**src/rtl/sm_trap_pkg.sv**
```systemverilog
package sm_trap_pkg;
  // Indirect configuration access ports and register index
  localparam logic [15:0] INDEX_PORT = 16'h0022;
  localparam logic [15:0] DATA_PORT = 16'h0023;
  localparam logic [7:0] CFG_ONE_INDEX = 8'hC1;
  localparam logic [7:0] CFG_ONE_RESET = 8'h00;
  localparam int MAIN_MEM_BIT = 3;
  localparam logic [7:0] MAIN_MEM_MASK = 8'h08;
  // Save area layout, dword indices from its base
  localparam logic [31:0] SAVE_AREA_BACK = 32'h0000_0030;
  localparam int SAVE_WORDS = 12;
  localparam int W_INDEX = 0;
  localparam int W_WDATA = 1;
  localparam int W_ADDR_SIZE = 2;
  localparam int W_SMI_BITS = 3;
  localparam int W_CS_LOW = 4;
  localparam int W_CS_HIGH = 5;
  localparam int W_SELECTOR = 6;
  localparam int W_RESUME = 7;
  localparam int W_INTERRUPTED = 8;
  localparam int W_CR0 = 9;
  localparam int W_EFLAGS = 10;
  localparam int W_DR7 = 11;
  localparam int BIT_OUT_DIR = 1;
  localparam int BIT_REP = 2;

  typedef struct packed {
    logic is_out;
    logic has_rep;
    logic [15:0] port;
    logic [15:0] size;
    logic [31:0] wdata;
    logic [31:0] src_index;
    logic [31:0] dst_index;
  } io_trap_t;

  typedef struct packed {
    logic [31:0] cs_low;
    logic [31:0] cs_high;
    logic [15:0] selector;
    logic [31:0] resume_pointer;
    logic [31:0] interrupted_pointer;
    logic [31:0] cr0;
    logic [31:0] eflags;
    logic [31:0] dr7;
  } cpu_state_t;

  typedef enum logic [2:0] {
    ST_NORMAL = 3'b001,
    ST_SAVE = 3'b010,
    ST_SM = 3'b100
  } sm_state_t;
endpackage

```
**src/rtl/sm_io_trap_save_state.sv**
```systemverilog
// How it works
// - In SM mode with main-memory access set, data cycles use the normal address strobe.
// - In SM mode with main-memory access clear, SM data cycles use the SM memory strobe.
// - Config register one is reached by index 0C1h on port 22h then data on port 23h.
// - On SM entry after a trap, SMI bits bit 1 records an output (1) or input (0).
// - SMI bits bit 2 records whether the trapped instruction had a repeat prefix.
// - For a trapped output the write size indicator is saved.
// - For a trapped output the 16-bit port address is saved.
// - For a trapped output the 32-bit write data is saved.
// - The index dword holds the source index for an output, else the destination index.
// - The save area starts at SM size minus 30h with the fields in fixed ascending order.
// - Current and next instruction pointers are saved; resume continues at next.
// - The resume instruction leaves SM mode and reloads state incl. CR0, EFLAGS, DR7.
// - Halt is privileged: in a virtual-8086 task it raises a protection fault.
`timescale 1ns/1ps
module sm_io_trap_save_state import sm_trap_pkg::*; #(
  parameter logic [31:0] SM_MEM_BYTES = 32'h0001_0000
) (
  // Clock and reset
  input wire logic clk,
  input wire logic arst_n,
  // Configuration I/O cycles
  input wire logic io_wr,
  input wire logic io_rd,
  input wire logic [15:0] io_port,
  input wire logic [7:0] io_wdata,
  output logic [7:0] io_rdata,
  // Data memory cycle request
  input wire logic mem_req,
  input wire logic mem_in_sm_range,
  output logic normal_addr_strobe_n,
  output logic sm_memory_strobe_n,
  // Interrupt request and trapped instruction context
  input wire logic sm_interrupt_req_n,
  input wire io_trap_t trap_info,
  input wire cpu_state_t cur_state,
  // Resume and halt
  input wire logic resume_from_sm,
  input wire logic halt_exec,
  input wire logic v86_mode,
  output logic prot_fault,
  // Save area port and restored state
  output logic save_we,
  output logic [31:0] save_addr,
  output logic [31:0] save_data,
  output logic in_sm,
  output logic restore_valid,
  output cpu_state_t restore_state
);
  // Save area must fit below the top of SM memory and stay dword aligned
  if (SM_MEM_BYTES < SAVE_AREA_BACK || SM_MEM_BYTES[1:0] != 2'b00) begin : g_bad_size
    $error("SM_MEM_BYTES too small or not dword aligned");
  end

  sm_state_t state, next_state;
  logic [7:0] cfg_one, next_cfg_one;
  logic index_ok, next_index_ok;
  logic [7:0] io_rdata_q, next_io_rdata;
  logic [3:0] wcnt, next_wcnt;
  io_trap_t trap_q, next_trap_q;
  cpu_state_t ctx_q, next_ctx_q;
  logic [31:0] save_mem [SAVE_WORDS];
  logic nas_n, next_nas_n, sms_n, next_sms_n;
  logic fault_q, next_fault;
  logic we_q, next_we;
  logic [31:0] addr_q, next_addr, data_q, next_data;
  logic rv_q, next_rv;
  logic in_sm_q, next_in_sm;
  cpu_state_t rst_q, next_rst;
  logic main_mem;

  function automatic logic [31:0] word_addr(input logic [3:0] w);
    word_addr = SM_MEM_BYTES - SAVE_AREA_BACK + {26'h0, w, 2'b00};
  endfunction

  function automatic logic [31:0] save_word(input logic [3:0] w, input io_trap_t t,
                                            input cpu_state_t c);
    case (w)
      4'h0: save_word = t.is_out ? t.src_index : t.dst_index;
      4'h1: save_word = t.wdata;
      4'h2: save_word = {t.size, t.port};
      4'h3: save_word = {29'h0, t.has_rep, t.is_out, 1'b0};
      4'h4: save_word = c.cs_low;
      4'h5: save_word = c.cs_high;
      4'h6: save_word = {16'h0, c.selector};
      4'h7: save_word = c.resume_pointer;
      4'h8: save_word = c.interrupted_pointer;
      4'h9: save_word = c.cr0;
      4'hA: save_word = c.eflags;
      4'hB: save_word = c.dr7;
      default: save_word = 32'h0000_0000;
    endcase
  endfunction

  assign main_mem = cfg_one[MAIN_MEM_BIT];

  // Configuration register access
  always_comb begin
    next_cfg_one = cfg_one;
    next_index_ok = index_ok;
    next_io_rdata = io_rdata_q;
    if (io_wr && io_port == INDEX_PORT) begin
      next_index_ok = (io_wdata == CFG_ONE_INDEX);
    end else if ((io_wr || io_rd) && io_port == DATA_PORT) begin
      // Index is consumed by one data access, as on the real part
      next_index_ok = 1'b0;
      if (index_ok && io_wr)
        next_cfg_one = io_wdata;
      if (io_rd)
        next_io_rdata = index_ok ? cfg_one : 8'hFF;
    end
  end

  always_ff @(posedge clk or negedge arst_n) begin
    if (!arst_n) begin
      cfg_one <= CFG_ONE_RESET;
      index_ok <= 1'b0;
      io_rdata_q <= 8'h00;
    end else begin
      cfg_one <= next_cfg_one;
      index_ok <= next_index_ok;
      io_rdata_q <= next_io_rdata;
    end
  end

  // Strobe selection and halt check
  always_comb begin
    next_nas_n = 1'b1;
    next_sms_n = 1'b1;
    if (mem_req) begin
      if (state == ST_SM && mem_in_sm_range && !main_mem)
        next_sms_n = 1'b0;
      else
        next_nas_n = 1'b0;
    end
    next_fault = halt_exec && v86_mode;
  end

  always_ff @(posedge clk or negedge arst_n) begin
    if (!arst_n) begin
      nas_n <= 1'b1;
      sms_n <= 1'b1;
      fault_q <= 1'b0;
    end else begin
      nas_n <= next_nas_n;
      sms_n <= next_sms_n;
      fault_q <= next_fault;
    end
  end

  // Entry, save sequence and resume
  always_comb begin
    next_state = state;
    next_wcnt = wcnt;
    next_trap_q = trap_q;
    next_ctx_q = ctx_q;
    next_we = 1'b0;
    next_addr = addr_q;
    next_data = data_q;
    next_rv = 1'b0;
    next_rst = rst_q;
    case (state)
      ST_NORMAL: begin
        if (!sm_interrupt_req_n) begin
          next_trap_q = trap_info;
          next_ctx_q = cur_state;
          next_wcnt = 4'h0;
          next_state = ST_SAVE;
        end
      end
      ST_SAVE: begin
        next_we = 1'b1;
        next_addr = word_addr(wcnt);
        next_data = save_word(wcnt, trap_q, ctx_q);
        next_wcnt = wcnt + 4'h1;
        if (wcnt == 4'(SAVE_WORDS - 1))
          next_state = ST_SM;
      end
      ST_SM: begin
        if (resume_from_sm) begin
          next_rst.cs_low = save_mem[W_CS_LOW];
          next_rst.cs_high = save_mem[W_CS_HIGH];
          next_rst.selector = save_mem[W_SELECTOR][15:0];
          next_rst.resume_pointer = save_mem[W_RESUME];
          next_rst.interrupted_pointer = save_mem[W_INTERRUPTED];
          next_rst.cr0 = save_mem[W_CR0];
          next_rst.eflags = save_mem[W_EFLAGS];
          next_rst.dr7 = save_mem[W_DR7];
          next_rv = 1'b1;
          next_state = ST_NORMAL;
        end
      end
      default: next_state = ST_NORMAL;
    endcase
    // Mode flag leaves the block straight from a flop, never from state decode
    next_in_sm = (next_state == ST_SM);
  end

  always_ff @(posedge clk or negedge arst_n) begin
    if (!arst_n) begin
      state <= ST_NORMAL;
      wcnt <= 4'h0;
      trap_q <= '0;
      ctx_q <= '0;
      we_q <= 1'b0;
      addr_q <= 32'h0000_0000;
      data_q <= 32'h0000_0000;
      rv_q <= 1'b0;
      rst_q <= '0;
      in_sm_q <= 1'b0;
    end else begin
      state <= next_state;
      wcnt <= next_wcnt;
      trap_q <= next_trap_q;
      ctx_q <= next_ctx_q;
      we_q <= next_we;
      addr_q <= next_addr;
      data_q <= next_data;
      rv_q <= next_rv;
      rst_q <= next_rst;
      in_sm_q <= next_in_sm;
    end
  end

  // Local image of the save area; handler writes to it are not seen here
  always_ff @(posedge clk) begin
    if (we_q)
      save_mem[4'((addr_q - (SM_MEM_BYTES - SAVE_AREA_BACK)) >> 2)] <= data_q;
  end

  assign io_rdata = io_rdata_q;
  assign normal_addr_strobe_n = nas_n;
  assign sm_memory_strobe_n = sms_n;
  assign prot_fault = fault_q;
  assign save_we = we_q;
  assign save_addr = addr_q;
  assign save_data = data_q;
  assign in_sm = in_sm_q;
  assign restore_valid = rv_q;
  assign restore_state = rst_q;

  a_strobe_main: assert property (@(posedge clk) disable iff (!arst_n)
    (mem_req && state == ST_SM && main_mem) |=> !normal_addr_strobe_n && sm_memory_strobe_n)
    else $error("main memory strobe not used");
  a_strobe_sm: assert property (@(posedge clk) disable iff (!arst_n)
    (mem_req && state == ST_SM && mem_in_sm_range && !main_mem) |=> !sm_memory_strobe_n)
    else $error("SM strobe not used");
  a_strobe_out_sm: assert property (@(posedge clk) disable iff (!arst_n)
    (mem_req && state != ST_SM) |=> !normal_addr_strobe_n && sm_memory_strobe_n)
    else $error("SM strobe used outside SM mode");
  // Both strobes low would make two memories answer the same cycle
  a_strobe_one: assert property (@(posedge clk) disable iff (!arst_n)
    normal_addr_strobe_n || sm_memory_strobe_n)
    else $error("both memory strobes active");
  a_cfg_write: assert property (@(posedge clk) disable iff (!arst_n)
    (io_wr && io_port == DATA_PORT && index_ok) |=> cfg_one == $past(io_wdata))
    else $error("config write lost");
  a_cfg_unarmed: assert property (@(posedge clk) disable iff (!arst_n)
    (io_rd && io_port == DATA_PORT && !index_ok) |=> io_rdata == 8'hFF)
    else $error("unarmed config read not FFh");
  a_cfg_read: assert property (@(posedge clk) disable iff (!arst_n)
    (io_rd && io_port == DATA_PORT && index_ok) |=> io_rdata == $past(cfg_one))
    else $error("config read data wrong");
  a_dir_bit: assert property (@(posedge clk) disable iff (!arst_n)
    (save_we && save_addr == word_addr(4'(W_SMI_BITS))) |->
    save_data[BIT_OUT_DIR] == trap_q.is_out)
    else $error("direction bit wrong");
  a_rep_bit: assert property (@(posedge clk) disable iff (!arst_n)
    (save_we && save_addr == word_addr(4'(W_SMI_BITS))) |->
    save_data[BIT_REP] == trap_q.has_rep)
    else $error("repeat bit wrong");
  a_write_size: assert property (@(posedge clk) disable iff (!arst_n)
    (save_we && save_addr == word_addr(4'(W_ADDR_SIZE))) |-> save_data[31:16] == trap_q.size)
    else $error("write size wrong");
  a_addr_size: assert property (@(posedge clk) disable iff (!arst_n)
    (save_we && save_addr == word_addr(4'(W_ADDR_SIZE))) |->
    save_data == {trap_q.size, trap_q.port})
    else $error("port or size wrong");
  a_write_data: assert property (@(posedge clk) disable iff (!arst_n)
    (save_we && save_addr == word_addr(4'(W_WDATA))) |-> save_data == trap_q.wdata)
    else $error("write data wrong");
  a_index_sel: assert property (@(posedge clk) disable iff (!arst_n)
    (save_we && save_addr == word_addr(4'(W_INDEX))) |->
    save_data == (trap_q.is_out ? trap_q.src_index : trap_q.dst_index))
    else $error("index dword wrong");
  a_save_addr: assert property (@(posedge clk) disable iff (!arst_n)
    save_we |-> save_addr >= word_addr(4'h0) && save_addr <= word_addr(4'(SAVE_WORDS - 1)))
    else $error("save write outside save area");
  a_save_len: assert property (@(posedge clk) disable iff (!arst_n)
    (state == ST_NORMAL && !sm_interrupt_req_n) |=> ##12 in_sm)
    else $error("save sequence length wrong");
  a_curr_ptr: assert property (@(posedge clk) disable iff (!arst_n)
    (save_we && save_addr == word_addr(4'(W_INTERRUPTED))) |->
    save_data == ctx_q.interrupted_pointer)
    else $error("interrupted pointer wrong");
  a_next_ptr: assert property (@(posedge clk) disable iff (!arst_n)
    (save_we && save_addr == word_addr(4'(W_RESUME))) |->
    save_data == ctx_q.resume_pointer)
    else $error("resume pointer wrong");
  a_resume: assert property (@(posedge clk) disable iff (!arst_n)
    (in_sm && resume_from_sm) |=> restore_valid && !in_sm)
    else $error("resume not taken");
  a_trap_hold: assert property (@(posedge clk) disable iff (!arst_n)
    (state != ST_NORMAL) |=> trap_q == $past(trap_q))
    else $error("trap fields changed outside entry");
  a_halt_fault: assert property (@(posedge clk) disable iff (!arst_n)
    (halt_exec && v86_mode) |=> prot_fault)
    else $error("halt in v86 not faulted");
  a_halt_plain: assert property (@(posedge clk) disable iff (!arst_n)
    (halt_exec && !v86_mode) |=> !prot_fault)
    else $error("halt outside v86 faulted");
endmodule // sm_io_trap_save_state

```
**config.mk**
```make
export PLATFORM = sky130hd
export DESIGN_NAME = sm_io_trap_save_state
export DESIGN_NICKNAME = d
export VERILOG_FILES = /design/src/rtl/sm_trap_pkg.sv /design/src/rtl/sm_io_trap_save_state.sv
export SDC_FILE = /design/constraint.sdc
export NUM_CORES = 1
export LEC_CHECK = 0
export ABC_CLOCK_PERIOD_IN_PS = 4000
export BUFFER_PORTS_ARGS = -buffer_cell sky130_fd_sc_hd__buf_2
export CAP_MARGIN = 40
export CORE_UTILIZATION = 40
export CTS_CLUSTER_DIAMETER = 150
export DETAILED_ROUTE_END_ITERATION = 10
export GPL_TIMING_DRIVEN = 0
export PLACE_DENSITY_LB_ADDON = 0.08
export SYNTH_ARGS = -nofsm -noshare
export SYNTH_HDL_FRONTEND = slang
export SYNTH_SLANG_ARGS = --single-unit
```
**constraint.sdc**
```tcl
create_clock -name clk -period 4 [get_ports clk]
set_clock_uncertainty 0.1 [all_clocks]
set_input_delay 0.2 -clock clk [delete_from_list [all_inputs] [get_ports clk]]
set_output_delay 0.2 -clock clk [all_outputs]
set_load 0.02 [all_outputs]
```
==> impl_metrics.toml <==
[outcome]
status = "complete, no violations"

[place]
dp.cells = 4846
post-dp-hpwl_um = 100400
gp_routability_congestion = 0.8860
placed_area_um2 = 41090
io_buffers = 704

[grt]
grt-ovfl-total = 0
grt_max_degree = 113
grt_pass1_vias = 28837
grt_usage = 0.3124
grt_pass1_wl_um = 201000
antenna_found_initial = 12

[synthesis]
synth_area_leaders = "dfrtp_1 48%, edfxtp_1 20%, nand2_1 12%"
synth_edf_count = 240
yosysSeqAreaShare = 0.6822
synth.area.mux_share = 0.09070
yosys_warnings = 0
synth_compound_area_frac = 0.05953
post_synth.cell_area_avg_um2 = 12.08
async_flop_share = 0.7386
yosys.area.top_type = "dfrtp_1"
synth_top_family_by_area = "simple AND/OR/NAND/NOR gates"
synth_flop_cell = "dfrtp_1"
synth_fa_ha_area_frac = 0.002824
synth_xor_area_frac = 0.0002471
netlist.area_leader.share = 0.4766
synth-simple-area-share = 0.1340
synth_most_common_cell = "nand2_1"
synth.distinct_cells = 54
yosys-top-cells-count = "1141 x nand2_1, 675 x dfrtp_1, 264 x mux2_2"
synth_cells = 2934
synth_area_um2 = 35440
ys_ff_latch = 918

[routing]
wl_per_cell_um = 25.85
drcViolationCount = 0
vias = 28327
drtIter0Drc = 2555
vias_per_cell = 5.206
antenna_violating_nets_post_route = 0
finalWirelength_um = 140700
first_pass_iters = 8

[power]
ir_worst_vdd_mv = 0.3716
p_leak_nw = 24.11
p_per_area_nw_per_um2 = 647.3
design_power_total_w = 0.03143

[timing]
period_minus_slack_ns = 3.494
hold_viol = 0
max_clock_freq_mhz = 286.2
fin_crit_sh = 0.8736
setup_viol = 0
drv_slew = 0
worst_slew_pin_slew_ns = 0.9959
slew_headroom = 0.3361
rsz0062_at_grt = "false"

[worst_setup_path]
r2r_slack_ns = 0.51
endpoint_kind = "flip-flop"
r2r_end = "save_data[5]"
r2r_start = "wcnt[0]"
critical_path.startpoint = "wcnt[0]"
arrival_ns = 3.97
required_ns = 4.47
path_class = "flip-flop to flip-flop"
ff2ff_path_depth = 9
crit_path_max_fanout = 10
start_kind = "flip-flop"
cp-endpoint = "save_data[5]"

[flow_run]
drv_cap = 0

[finish]
final_cell_area_um2 = 48550
area_growth_pct = 37.00
nNetsFinal = 4604
drive_gt1_frac = 0.3037
fin_cells = 5441
finish.utilization = 0.5562

[cts]
cts_tree = "done"
clkLatencyLatePin_ns = 0.68
cts_buffers = 97
cts_setup_buffers = 0
clock-sinks = 918
cts_max_level = 3
cts_root_buf = "clkbuf_16"
ctsResizeCount = 0
clk_pin_slew_worst_paths_ns = 0.06
cts.path.max_buffers = 3

[floorplanning]
rows = 108
die_area_um2 = 89790
initial_core_util = 0.4060
io_pins = 722
die_h_um = 299.7
dieWidth_um = 299.7
core_um2 = 87290

[worst_hold_path]
hold_path_depth = 5
worstHoldPathType = "input pin to flip-flop"
cells by family (layout without fill, tap and decap cells):
family	Yosys count	count (layout)
AOI/OAI and AO/OA	290	290
other	1	26
DFF	918	918
xor gates and xnor gates	1	1
buffers and inverters	208	1535
muxes	288	288
adders and majority gates	8	8
and+or+nand+nor	1220	1220
routing by layer:
| metal | GRT usage | wire, um | vias up |
|---|---|---|---|
| met4 | 0.1444 | 6749 | 4 |
| met5 | 0 | 27 | - |
| met3 | 0.05559 | 9559 | 322 |
| met1 | 0.4040 | 56880 | 14203 |
| li1 | - | - | 12491 |
| met2 | 0.5122 | 67450 | 1307 |
sequential cells by signal (all words and copies together), names as in the netlist, 3 cells and up:
signal	flops
ctx_q	240
io_rdata	8
wcnt	4
save_addr	6
cfg_one	8
save_mem	240
state	3
save_data	32
restore_state	240
trap_q	130
through the flow:
step | setup WS, ns | hold WS, ns | setup TNS [ns]
detailed placement | 0.6395 | 0.1226 | 0
global route | 0.4366 | 0.1051 | 0
global placement | -12.98 | 0.2442 | -8781.46
finish | 0.5056 | 0.1044 | 0
CTS | 0.6296 | 0.05087 | 0
floorplan | 0.5177 | -0.1956 | 0
worst max-delay path: stages (launching register included):
cell and delay [ns]:
dfrtp_1 0.44, inv_1 0.15, ha_1 0.17, clkbuf_1 0.54, buf_2 0.46, buf_1 0.72, a22oi_1 0.24, a21oi_1 0.21
o21ai_0 0.20, o211ai_1 0.17
what timing repair did:
| action | 4_1_cts | 5_1_grt |
|---|---|---|
| hold buffers | 402 | 0 |
| setup endpoints to repair | 0 | 0 |
| endpoints found under the hold margin | 609 | 0 |
worst min-delay path by stage:
stage                    start              endpoint  slack (ns)
global placement       mem_req  normal_addr_strobe_n        0.24
floorplan               arst_n            cfg_one[0]       -0.20
detailed placement      arst_n     restore_state[10]        0.12
finish              io_port[3]           io_rdata[1]        0.10
global route        io_port[3]           io_rdata[1]        0.11
CTS                 io_port[3]           io_rdata[1]        0.05
where the power goes:
| group | internal [W] | switching, W | leakage, nW |
|---|---|---|---|
| Combinational | 0.00262 | 0.00514 | 11.4 |
| Clock | 0.00565 | 0.00393 | 1.69 |
| Sequential | 0.0120 | 0.00210 | 11.0 |
layout make-up:
class	instances	area [um^2]
Antenna cell	9	22.52
Timing Repair Buffer	1143	8123
Clock inverter	42	554.3
Fill cell	7641	38740
Multi-Input combinational cell	1824	10290
Inverter	12	45.04
Buffer	196	1032
Tap cell	1155	1445
Sequential cell	918	24180
Clock buffer	142	2859
placed cells by master, fill, tap and decap left out, types with 8 or more instances in the layout:
cell type      instances
a21oi_1               53
a221oi_1               8
a222oi_1              30
a22o_1                30
a22oi_1               75
a31oi_1               12
and2_1                 8
buf_2                769
buf_4                 43
buf_6                 22
buf_8                  9
bufinv_16             10
clkbuf_1              97
clkbuf_16             99
clkbuf_8              22
clkinv_2              19
conb_1                17
dfrtp_1              675
diode_2                9
dlygate4sd3_1        402
edfxtp_1             240
ha_1                   8
inv_1                  9
mux2_2               264
mux2i_1               23
nand2_1             1141
nand2b_1              15
nor2_1                21
o21ai_0               21
o22ai_1               25
(Power assumes the default switching activity.)
